$ cat config.mk
export PLATFORM = sky130hd
export DESIGN_NAME = pde_unit
export DESIGN_NICKNAME = d
export VERILOG_FILES = /design/src/inc/pde_pkg.sv /design/src/rtl/pde_unit.sv
export VERILOG_INCLUDE_DIRS = /design/src /design/src/inc
export SDC_FILE = /design/constraint.sdc
export NUM_CORES = 1
export LEC_CHECK = 0
export BUFFER_PORTS_ARGS = -buffer_cell sky130_fd_sc_hd__buf_2
export CORE_MARGIN = 8
export CORE_UTILIZATION = 44
export CTS_CLUSTER_DIAMETER = 100
export DETAILED_ROUTE_END_ITERATION = 7
export GPL_ROUTABILITY_DRIVEN = 1
export GPL_TIMING_DRIVEN = 0
export PLACE_DENSITY = 0.85
export SKIP_LAST_GASP = 1
export SYNTH_ARGS = -nofsm -noshare
export SYNTH_HDL_FRONTEND = slang
export SYNTH_SLANG_ARGS = --single-unit
$ cat constraint.sdc
create_clock -name core_clk_i -period 2.71 [get_ports core_clk_i]
set_input_delay 0.1355 -clock core_clk_i [delete_from_list [all_inputs] [get_ports core_clk_i]]
set_output_delay 0.1355 -clock core_clk_i [all_outputs]
set_load 0.05 [all_outputs]
$ cat src/inc/pde_map.svh
// Purpose: constants for the program and disc error detail unit
// Assumes: included by its bare name
// Notes:   toggle select codes are kept as plain numbers
`ifndef PDE_MAP_SVH
`define PDE_MAP_SVH

// ==========================================================
// numbers
// ==========================================================
`define PDE_CONVERT_LIMIT   7'd63
`define PDE_ADDR_W          17
`define PDE_LAST_CORE_LOC   17'd63999
`define PDE_FA_W            11
`define PDE_CNT_W           11
`define PDE_CLASS_CODE      8'd41
`define PDE_CLASS_IGN_CODE  8'd21

// ==========================================================
// program detail bit positions
// ==========================================================
`define PDE_P_INSTR   0
`define PDE_P_ILLADR  1
`define PDE_P_EOM     2
`define PDE_P_ILLREG  3
`define PDE_P_CONV    4

// ==========================================================
// disc detail bit positions
// ==========================================================
`define PDE_D_VPAR    0
`define PDE_D_HCHK    1
`define PDE_D_FLAG    2
`define PDE_D_FADDR   3

// ==========================================================
// flag cause character bits (bit 1 is index 0)
// ==========================================================
`define PDE_C_MISSED  0
`define PDE_C_COMPARE 1
`define PDE_C_OBSOL   2
`define PDE_C_SHORT   3

// ==========================================================
// disc operation codes
// ==========================================================
`define PDE_OP_WR_FA    4'h0
`define PDE_OP_WR_CON   4'h4
`define PDE_OP_WR_OBS   4'h8
`endif

$ cat src/inc/pde_pkg.sv
// Purpose: types for the program and disc error detail unit
// Assumes: pde_map.svh holds the numbers
// Notes:   nothing is imported by users
package pde_pkg;

  // ==========================================================
  // processor events, one-cycle pulses
  // ==========================================================
  typedef struct packed {
    logic       unassigned_cmd;
    logic       instr_parity;
    logic       fetch_unassigned;
    logic       mass_instr;
    logic [1:0] mass_bits_15_16;
    logic       field_compare;
    logic       any_cmp_toggle;
    logic       alpha_num_compare;
    logic       unassigned_access;
    logic       operand_step;
    logic [16:0] operand_addr;
    logic       reg_instr;
    logic       reg_unassigned;
    logic       convert_instr;
    logic [6:0] convert_value;
    logic       toggle_instr;
    logic       clears_master_ignore;
  } pde_cpu_s;

  typedef enum logic [1:0] {
    PDE_K_READ  = 2'b00,
    PDE_K_COUNT = 2'b01,
    PDE_K_WRITE = 2'b10,
    PDE_K_OTHER = 2'b11
  } pde_kind_e;

  // ==========================================================
  // disc events, one-cycle pulses
  // ==========================================================
  typedef struct packed {
    pde_kind_e   kind;
    logic [3:0]  op_code;
    logic        vpar_excluded;
    logic        fa_operation;
    logic        buf_parity;
    logic        to_cpu;
    logic        last_char_in_buf;
    logic        hcheck_bad;
    logic        missed_flag;
    logic        compare_flag;
    logic        obsolete_flag;
    logic        short_delay;
    logic        flag_write;
    logic        compare_flag_fixed;
    logic        block_start;
    logic [10:0] block_fa;
    logic [10:0] blocks_left;
  } pde_disc_s;

  typedef enum logic [1:0] {
    PDE_S_RUN  = 2'b00,
    PDE_S_HALT = 2'b01
  } pde_state_e;

endpackage

$ cat src/rtl/pde_unit.sv
// Purpose: detail flags for program and disc interface error subclasses
// Assumes: event inputs are same-clock one-cycle pulses
// Notes:   flags clear only by toggle instruction
//
// Overview of operation
// - convert with variant above 63 flags overflow
// - set class and subclass flags, own ignores
// - bad command, parity, fetch address: instruction error
// - mass mode bits 15,16 set: instruction error
// - bad compare toggles or search compare errors
// - unassigned core access flags illegal address
// - operand past last location flags end
// - bad register address flags illegal register
// - core buffer parity flags vertical, not excluded
// - read/count vertical fault keeps block address
// - read-to-processor vertical fault raises transmission error
// - remaining count one less after read fault
// - horizontal check only read/count, after block
// - flag cause bits one to four encoded
// - no cause bit means flag write fault
// - missed flag read/count only, corrected once
// - compare flag fault sticks until fixed ignored
// - obsolete writes skip bad block, record address
// - fixed-address write writes, records, keeps fault
// - fixed track parity flags, address per kind
// - program error in master-clear toggle halts
`include "pde_map.svh"

module pde_unit (
  input  wire logic              core_clk_i,
  input  wire logic              resetn_i,
  input  wire pde_pkg::pde_cpu_s cpu_i,
  input  wire pde_pkg::pde_disc_s disc_i,
  input  wire logic              search_mode_i,
  input  wire logic              mass_address_mode_i,
  input  wire logic              convert_variant_bit_i,
  input  wire logic              disc_ignore_i,
  input  wire logic              prog_ignore_i,
  input  wire logic              class_ignore_i,
  input  wire logic              clear_i,
  input  wire logic [7:0]        toggle_select_field_i,
  output logic [4:0]             prog_detail_o,
  output logic [3:0]             disc_detail_o,
  output logic                   class_flag_o,
  output logic                   prog_sub_o,
  output logic                   disc_sub_o,
  output logic                   interrupt_o,
  output logic                   halt_o,
  output logic                   transmission_err_o,
  output logic [3:0]             flag_cause_character_o,
  output logic [10:0]            block_addr_o,
  output logic [10:0]            remaining_o,
  output logic [10:0]            op_addr_o,
  output logic                   skip_write_o,
  output logic                   correct_missed_o
);

  // ==========================================================
  // event decode
  // ==========================================================
  logic [4:0] prog_ev;
  logic [3:0] disc_ev;
  logic       rdcnt;
  logic       obs_wr;
  logic       fa_wr;
  logic       class_clear;

  assign rdcnt = (disc_i.kind == pde_pkg::PDE_K_READ) ||
                 (disc_i.kind == pde_pkg::PDE_K_COUNT);
  assign obs_wr = (disc_i.op_code == `PDE_OP_WR_OBS) ||
                  (disc_i.op_code == `PDE_OP_WR_CON);
  assign fa_wr = disc_i.op_code == `PDE_OP_WR_FA;
  assign class_clear = clear_i && (toggle_select_field_i == `PDE_CLASS_CODE);

  always_comb begin
    prog_ev[`PDE_P_INSTR] = cpu_i.unassigned_cmd || cpu_i.instr_parity ||
                            cpu_i.fetch_unassigned ||
                            (cpu_i.mass_instr && mass_address_mode_i &&
                             (cpu_i.mass_bits_15_16 != 2'h0)) ||
                            (cpu_i.field_compare && !cpu_i.any_cmp_toggle) ||
                            (cpu_i.alpha_num_compare && search_mode_i);
    prog_ev[`PDE_P_ILLADR] = cpu_i.unassigned_access || cpu_i.fetch_unassigned;
    prog_ev[`PDE_P_EOM] = cpu_i.operand_step &&
                          (cpu_i.operand_addr == `PDE_LAST_CORE_LOC);
    prog_ev[`PDE_P_ILLREG] = cpu_i.reg_instr && cpu_i.reg_unassigned;
    prog_ev[`PDE_P_CONV] = cpu_i.convert_instr && convert_variant_bit_i &&
                           (cpu_i.convert_value > `PDE_CONVERT_LIMIT);
    disc_ev[`PDE_D_VPAR] = disc_i.buf_parity && !disc_i.vpar_excluded;
    disc_ev[`PDE_D_HCHK] = disc_i.hcheck_bad && disc_i.last_char_in_buf && rdcnt;
    disc_ev[`PDE_D_FLAG] = (disc_i.missed_flag && rdcnt) ||
                           (disc_i.compare_flag && rdcnt) ||
                           disc_i.obsolete_flag || disc_i.short_delay ||
                           disc_i.flag_write;
    disc_ev[`PDE_D_FADDR] = disc_i.block_start && disc_i.buf_parity &&
                            disc_i.fa_operation;
  end

  // ==========================================================
  // detail flags
  // ==========================================================
  // sticky, set wins over clear
  always_ff @(posedge core_clk_i or negedge resetn_i) begin
    if (!resetn_i) begin
      prog_detail_o <= 5'h00;
    end else begin
      prog_detail_o <= (prog_detail_o & ~{5{class_clear}}) | prog_ev;
    end
  end

  logic cmp_sticky_reg;

  always_ff @(posedge core_clk_i or negedge resetn_i) begin
    if (!resetn_i) begin
      cmp_sticky_reg <= 1'b0;
    end else if (disc_i.compare_flag && rdcnt) begin
      cmp_sticky_reg <= 1'b1;
    end else if (disc_i.compare_flag_fixed && disc_ignore_i) begin
      cmp_sticky_reg <= 1'b0;
    end
  end

  always_ff @(posedge core_clk_i or negedge resetn_i) begin
    if (!resetn_i) begin
      disc_detail_o <= 4'h0;
    end else begin
      disc_detail_o <= (disc_detail_o & ~{4{class_clear}}) | disc_ev |
                       {1'b0, cmp_sticky_reg, 2'h0};
    end
  end

  // ==========================================================
  // flag cause character
  // ==========================================================
  // cause bit encoding
  always_ff @(posedge core_clk_i or negedge resetn_i) begin
    if (!resetn_i) begin
      flag_cause_character_o <= 4'h0;
    end else if (disc_ev[`PDE_D_FLAG]) begin
      flag_cause_character_o[`PDE_C_MISSED]  <= disc_i.missed_flag && rdcnt;
      flag_cause_character_o[`PDE_C_COMPARE] <= disc_i.compare_flag && rdcnt;
      flag_cause_character_o[`PDE_C_OBSOL]   <= disc_i.obsolete_flag;
      flag_cause_character_o[`PDE_C_SHORT]   <= disc_i.short_delay;
    end else if (class_clear) begin
      flag_cause_character_o <= 4'h0;
    end
  end

  always_ff @(posedge core_clk_i or negedge resetn_i) begin
    if (!resetn_i) begin
      correct_missed_o <= 1'b0;
    end else begin
      correct_missed_o <= disc_i.missed_flag && rdcnt;
    end
  end

  // ==========================================================
  // block address and counts
  // ==========================================================
  logic [10:0] last_fa_reg;

  always_ff @(posedge core_clk_i or negedge resetn_i) begin
    if (!resetn_i) begin
      last_fa_reg <= 11'h000;
    end else if (disc_i.block_start) begin
      last_fa_reg <= disc_i.block_fa;
    end
  end

  always_ff @(posedge core_clk_i or negedge resetn_i) begin
    if (!resetn_i) begin
      block_addr_o <= 11'h000;
    end else if (disc_ev[`PDE_D_FADDR]) begin
      block_addr_o <= disc_i.fa_operation ? disc_i.block_fa : last_fa_reg;
    end else if (disc_ev[`PDE_D_VPAR] || disc_ev[`PDE_D_HCHK] ||
                 (disc_i.obsolete_flag && obs_wr) || disc_ev[`PDE_D_FLAG]) begin
      block_addr_o <= disc_i.block_fa;
    end
  end

  // count one less than not transferred
  always_ff @(posedge core_clk_i or negedge resetn_i) begin
    if (!resetn_i) begin
      remaining_o <= 11'h000;
    end else if (disc_ev[`PDE_D_VPAR] && rdcnt) begin
      remaining_o <= (disc_i.blocks_left == 11'h000) ? 11'h000 :
                     disc_i.blocks_left - 11'h001;
    end else begin
      remaining_o <= disc_i.blocks_left;
    end
  end

  always_ff @(posedge core_clk_i or negedge resetn_i) begin
    if (!resetn_i) begin
      transmission_err_o <= 1'b0;
    end else begin
      transmission_err_o <= disc_ev[`PDE_D_VPAR] && disc_i.to_cpu &&
                            (disc_i.kind == pde_pkg::PDE_K_READ);
    end
  end

  assign skip_write_o = disc_i.obsolete_flag && obs_wr;

  always_ff @(posedge core_clk_i or negedge resetn_i) begin
    if (!resetn_i) begin
      op_addr_o <= 11'h000;
    end else if (disc_i.obsolete_flag && fa_wr) begin
      op_addr_o <= disc_i.block_fa;
    end
  end

  // ==========================================================
  // class, subclass, interrupt and halt
  // ==========================================================
  // class and subclass flags
  assign prog_sub_o   = |prog_detail_o;
  assign disc_sub_o   = |disc_detail_o;
  assign class_flag_o = prog_sub_o || disc_sub_o;
  assign interrupt_o  = !class_ignore_i &&
                        ((prog_sub_o && !prog_ignore_i) ||
                         (disc_sub_o && !disc_ignore_i));

  pde_pkg::pde_state_e state_reg;

  always_ff @(posedge core_clk_i or negedge resetn_i) begin
    if (!resetn_i) begin
      state_reg <= pde_pkg::PDE_S_RUN;
    end else begin
      unique case (state_reg)
        pde_pkg::PDE_S_RUN: begin
          if (cpu_i.toggle_instr && cpu_i.clears_master_ignore && (|prog_ev)) begin
            state_reg <= pde_pkg::PDE_S_HALT;
          end
        end
        pde_pkg::PDE_S_HALT: begin
          state_reg <= pde_pkg::PDE_S_HALT;
        end
        default: begin
          state_reg <= pde_pkg::PDE_S_RUN;
        end
      endcase
    end
  end

  assign halt_o = state_reg == pde_pkg::PDE_S_HALT;

endmodule

==> results.json <==
{
  "fin_util_pct": 64.8,
  "htree_levels": 2,
  "io_pins": 152,
  "fill_cells": 369,
  "fin_crit_sh_pct": 71.6,
  "max_slew_margin_pct": 28.7,
  "seqPwrFrac_pct": 48.2,
  "cts_max_path_buffers": 2,
  "hold_viol_final": 0,
  "cts-buffers-inserted": 5,
  "startpoint": "prog_detail_o[2]",
  "grt_pass1_wl_mm": 9.41,
  "min_path_type": "primary input to asynchronous set/reset pin",
  "cts_root_buf": "clkbuf_8",
  "nNetsFinal": 430,
  "end_kind": "output port",
  "crit_fanout": 3,
  "clockPowerShare_pct": 23.3,
  "setup_viol": 0,
  "tns_ns": 0,
  "vias": 1941,
  "yosys_warnings": 0,
  "initial_utilization_pct": 45.9,
  "drc": 0,
  "fin_crit_ns": 1.94,
  "grt_use_total_pct": 15.7,
  "synth_nets": 278,
  "regArea_um2": 1250,
  "slew_viol_final": 0,
  "clock-sinks": 50,
  "grt_pass1_vias": 1988,
  "p_comb_share_pct": 28.5,
  "synth_seq_cells": 50,
  "synth_edf_count": 0,
  "clkTransAtPathRegs_ns": 0.08,
  "antenna_left": 0,
  "die_w_um": 86.2,
  "switchingPower_mw": 0.584,
  "setup.worst_path.class": "flop to output port",
  "total_power_mw": 1.74,
  "rows": 25,
  "cp-start-kind": "flop",
  "routed_via_density": 4.89,
  "p_leak_nw": 1.52,
  "arrival_ns": 1.80,
  "portBuffers": 145,
  "rsz0062_at_grt": "false",
  "status": "finished, final reports clean",
  "gp_congestion": 0.767,
  "clock-skew-final_ns": 0.0000879,
  "cts_resized": 0,
  "n_antenna_cell": 0,
  "ctsHoldBuffers": 0,
  "avgSynthCellArea_um2": 12.1,
  "required_ns": 2.57,
  "tightest_slew_ns": 1.07,
  "coreArea_um2": 4720,
  "holdWs_ns": 0.0436,
  "first_pass_iters": 4,
  "syn_inst": 179,
  "clock.fmax_mhz": 516,
  "hpwl_mm": 4.97,
  "yosys.area.top_type_share_pct": 57.7,
  "r2r_end": "state_reg[0]",
  "synth_cell_type_count": 40,
  "endpoint": "interrupt_o",
  "multiInputGateArea_um2": 878,
  "largestRegisters": "block_addr_o x11, op_addr_o x11, remaining_o x11",
  "dieArea_um2": 7430,
  "grt_max_degree": 51,
  "place_inst": 391,
  "cts_setup_buffers": 0,
  "routed_wl_mm": 5.91,
  "seq_area_frac_synth_pct": 57.7,
  "drt_iter0_markers": 38,
  "antenna_found_initial": 0,
  "yosys.area.top_type": "dfrtp_1",
  "insertion_delay_ns": 0.28,
  "die_y_um": 86.2,
  "synthArstFlopShare_pct": 100,
  "cts_tree": "yes",
  "syn_area_um2": 2170,
  "p_per_area_nw_per_um2": 569,
  "overflow": 0,
  "wl_per_cell_um": 14.9,
  "drive_gt1_share_pct": 53.6,
  "cap_violations": 0,
  "fin_cells": 397,
  "synth.area.top_cells": "dfrtp_1 (58%), mux2_2 (12%), nand2_1 (2.6%)",
  "p_int_mw": 1.16,
  "switching_share_pct": 33.5,
  "ff2ff_path_depth": 3,
  "regToRegSetupSlack_ns": 1.59,
  "ir_drop_v": 0.000261,
  "syn_to_final_growth_pct": 41.2,
  "synth_top_flop_cell": "dfrtp_1",
  "r2r_start": "state_reg[0]"
}
-- how the worst min path moves through the flow --
stage,start,endpoint,slack [ns],depth (start not counted)
after global placement,disc_i[25],flag_cause_character_o[3],0.33,2
after CTS,disc_i[25],flag_cause_character_o[3],0.04,2
after detailed placement,disc_i[25],flag_cause_character_o[3],0.35,2
after global routing,disc_i[25],flag_cause_character_o[3],0.04,2
after floorplan,resetn_i,block_addr_o[0],-0.16,0
final,resetn_i,flag_cause_character_o[3],0.04,1
-- critical path, stage by stage (launching register included) --
cell     delay (ns)
dfrtp_1        0.40
or4_1          0.53
nor2_1         0.20
o22a_1         0.16
nor2_1         0.03
buf_2          0.20
-- routing by layer --
layer | GRT usage (%) | vias up | wire, um | part of all wire (%)
met1 | 16.8 | 921 | 2270 | 38
li1 | - | 939 | - | -
met4 | 4.23 | 0 | 57 | 0.96
met2 | 28.0 | 77 | 3050 | 52
met3 | 6.33 | 4 | 528 | 8.9
met5 | 0 | - | 0 | 0
-- cells in the mapped netlist (2+ instances only) --
cell and count:
nor3_1 4, a211oi_1 2, clkbuf_1 2, a211o_1 2, xor2_1 6, nor2_1 15, a21oi_1 2, dfrtp_1 50
nand4b_1 5, nor2b_1 5, nand3_1 2, or3_1 4, a21o_1 7, mux2_2 23, nand2_1 15, nand4_1 2
inv_1 6, o21ai_0 5
-- logic make-up after synthesis --
family | synth area share, %
flip-flops | 57.7
AND/OR/NAND/NOR | 15.8
buffers and inverters | 1.73
AO/OA/AOI/OAI | 8.89
XOR/XNOR | 2.83
adder cells (fa/ha/maj) | 0.577
multiplexers | 12.4
-- placed cells by master (no fill, tap or decap), drive strengths merged, types with 2 or more instances in the layout --
| master | netlist | layout |
|---|---|---|
| clkbuf | 2 | 8 |
| nor3 | 5 | 5 |
| or3 | 4 | 4 |
| a21o | 7 | 7 |
| xor2 | 6 | 6 |
| a211oi | 2 | 2 |
| a211o | 2 | 2 |
| nor2b | 5 | 5 |
| nand3 | 2 | 2 |
| dfrtp | 50 | 50 |
| a21oi | 2 | 2 |
| nand4 | 2 | 2 |
| nor2 | 15 | 15 |
| nor3b | 2 | 2 |
| nand2 | 15 | 15 |
| mux2 | 23 | 23 |
| buf | 1 | 146 |
| inv | 6 | 6 |
| o21ai | 5 | 5 |
| nand4b | 5 | 5 |
-- stage by stage --
| stage | instance area (um2) | worst slack, ns |
|---|---|---|
| detailed placement | 2980 | 0.863 |
| finish | 3060 | 0.770 |
| global route | 3060 | 0.639 |
| CTS | 3060 | 0.751 |
| global placement | 2980 | 0.922 |
| floorplan | 2170 | 0.856 |
-- layout make-up --
class	count	share of cell area, %
well taps	67	2.74
multi-input cells	120	28.7
inverters	6	0.736
repair buffers	145	23.7
flip-flops and latches	50	40.9
plain buffers	3	0.491
clock buffers	6	2.70
-- power groups by stage --
stage | Combinational [mW] | Clock [mW] | Sequential (mW)
finish | 0.496 | 0.406 | 0.839
global route | 0.523 | 0.461 | 0.846
CTS | 0.502 | 0.425 | 0.839
detailed placement | 0.502 | 0 | 0.854
global placement | 0.492 | 0 | 0.849
floorplan | 0.0880 | 0 | 1.08
No activity file was read; power rests on OpenSTA's default activity.
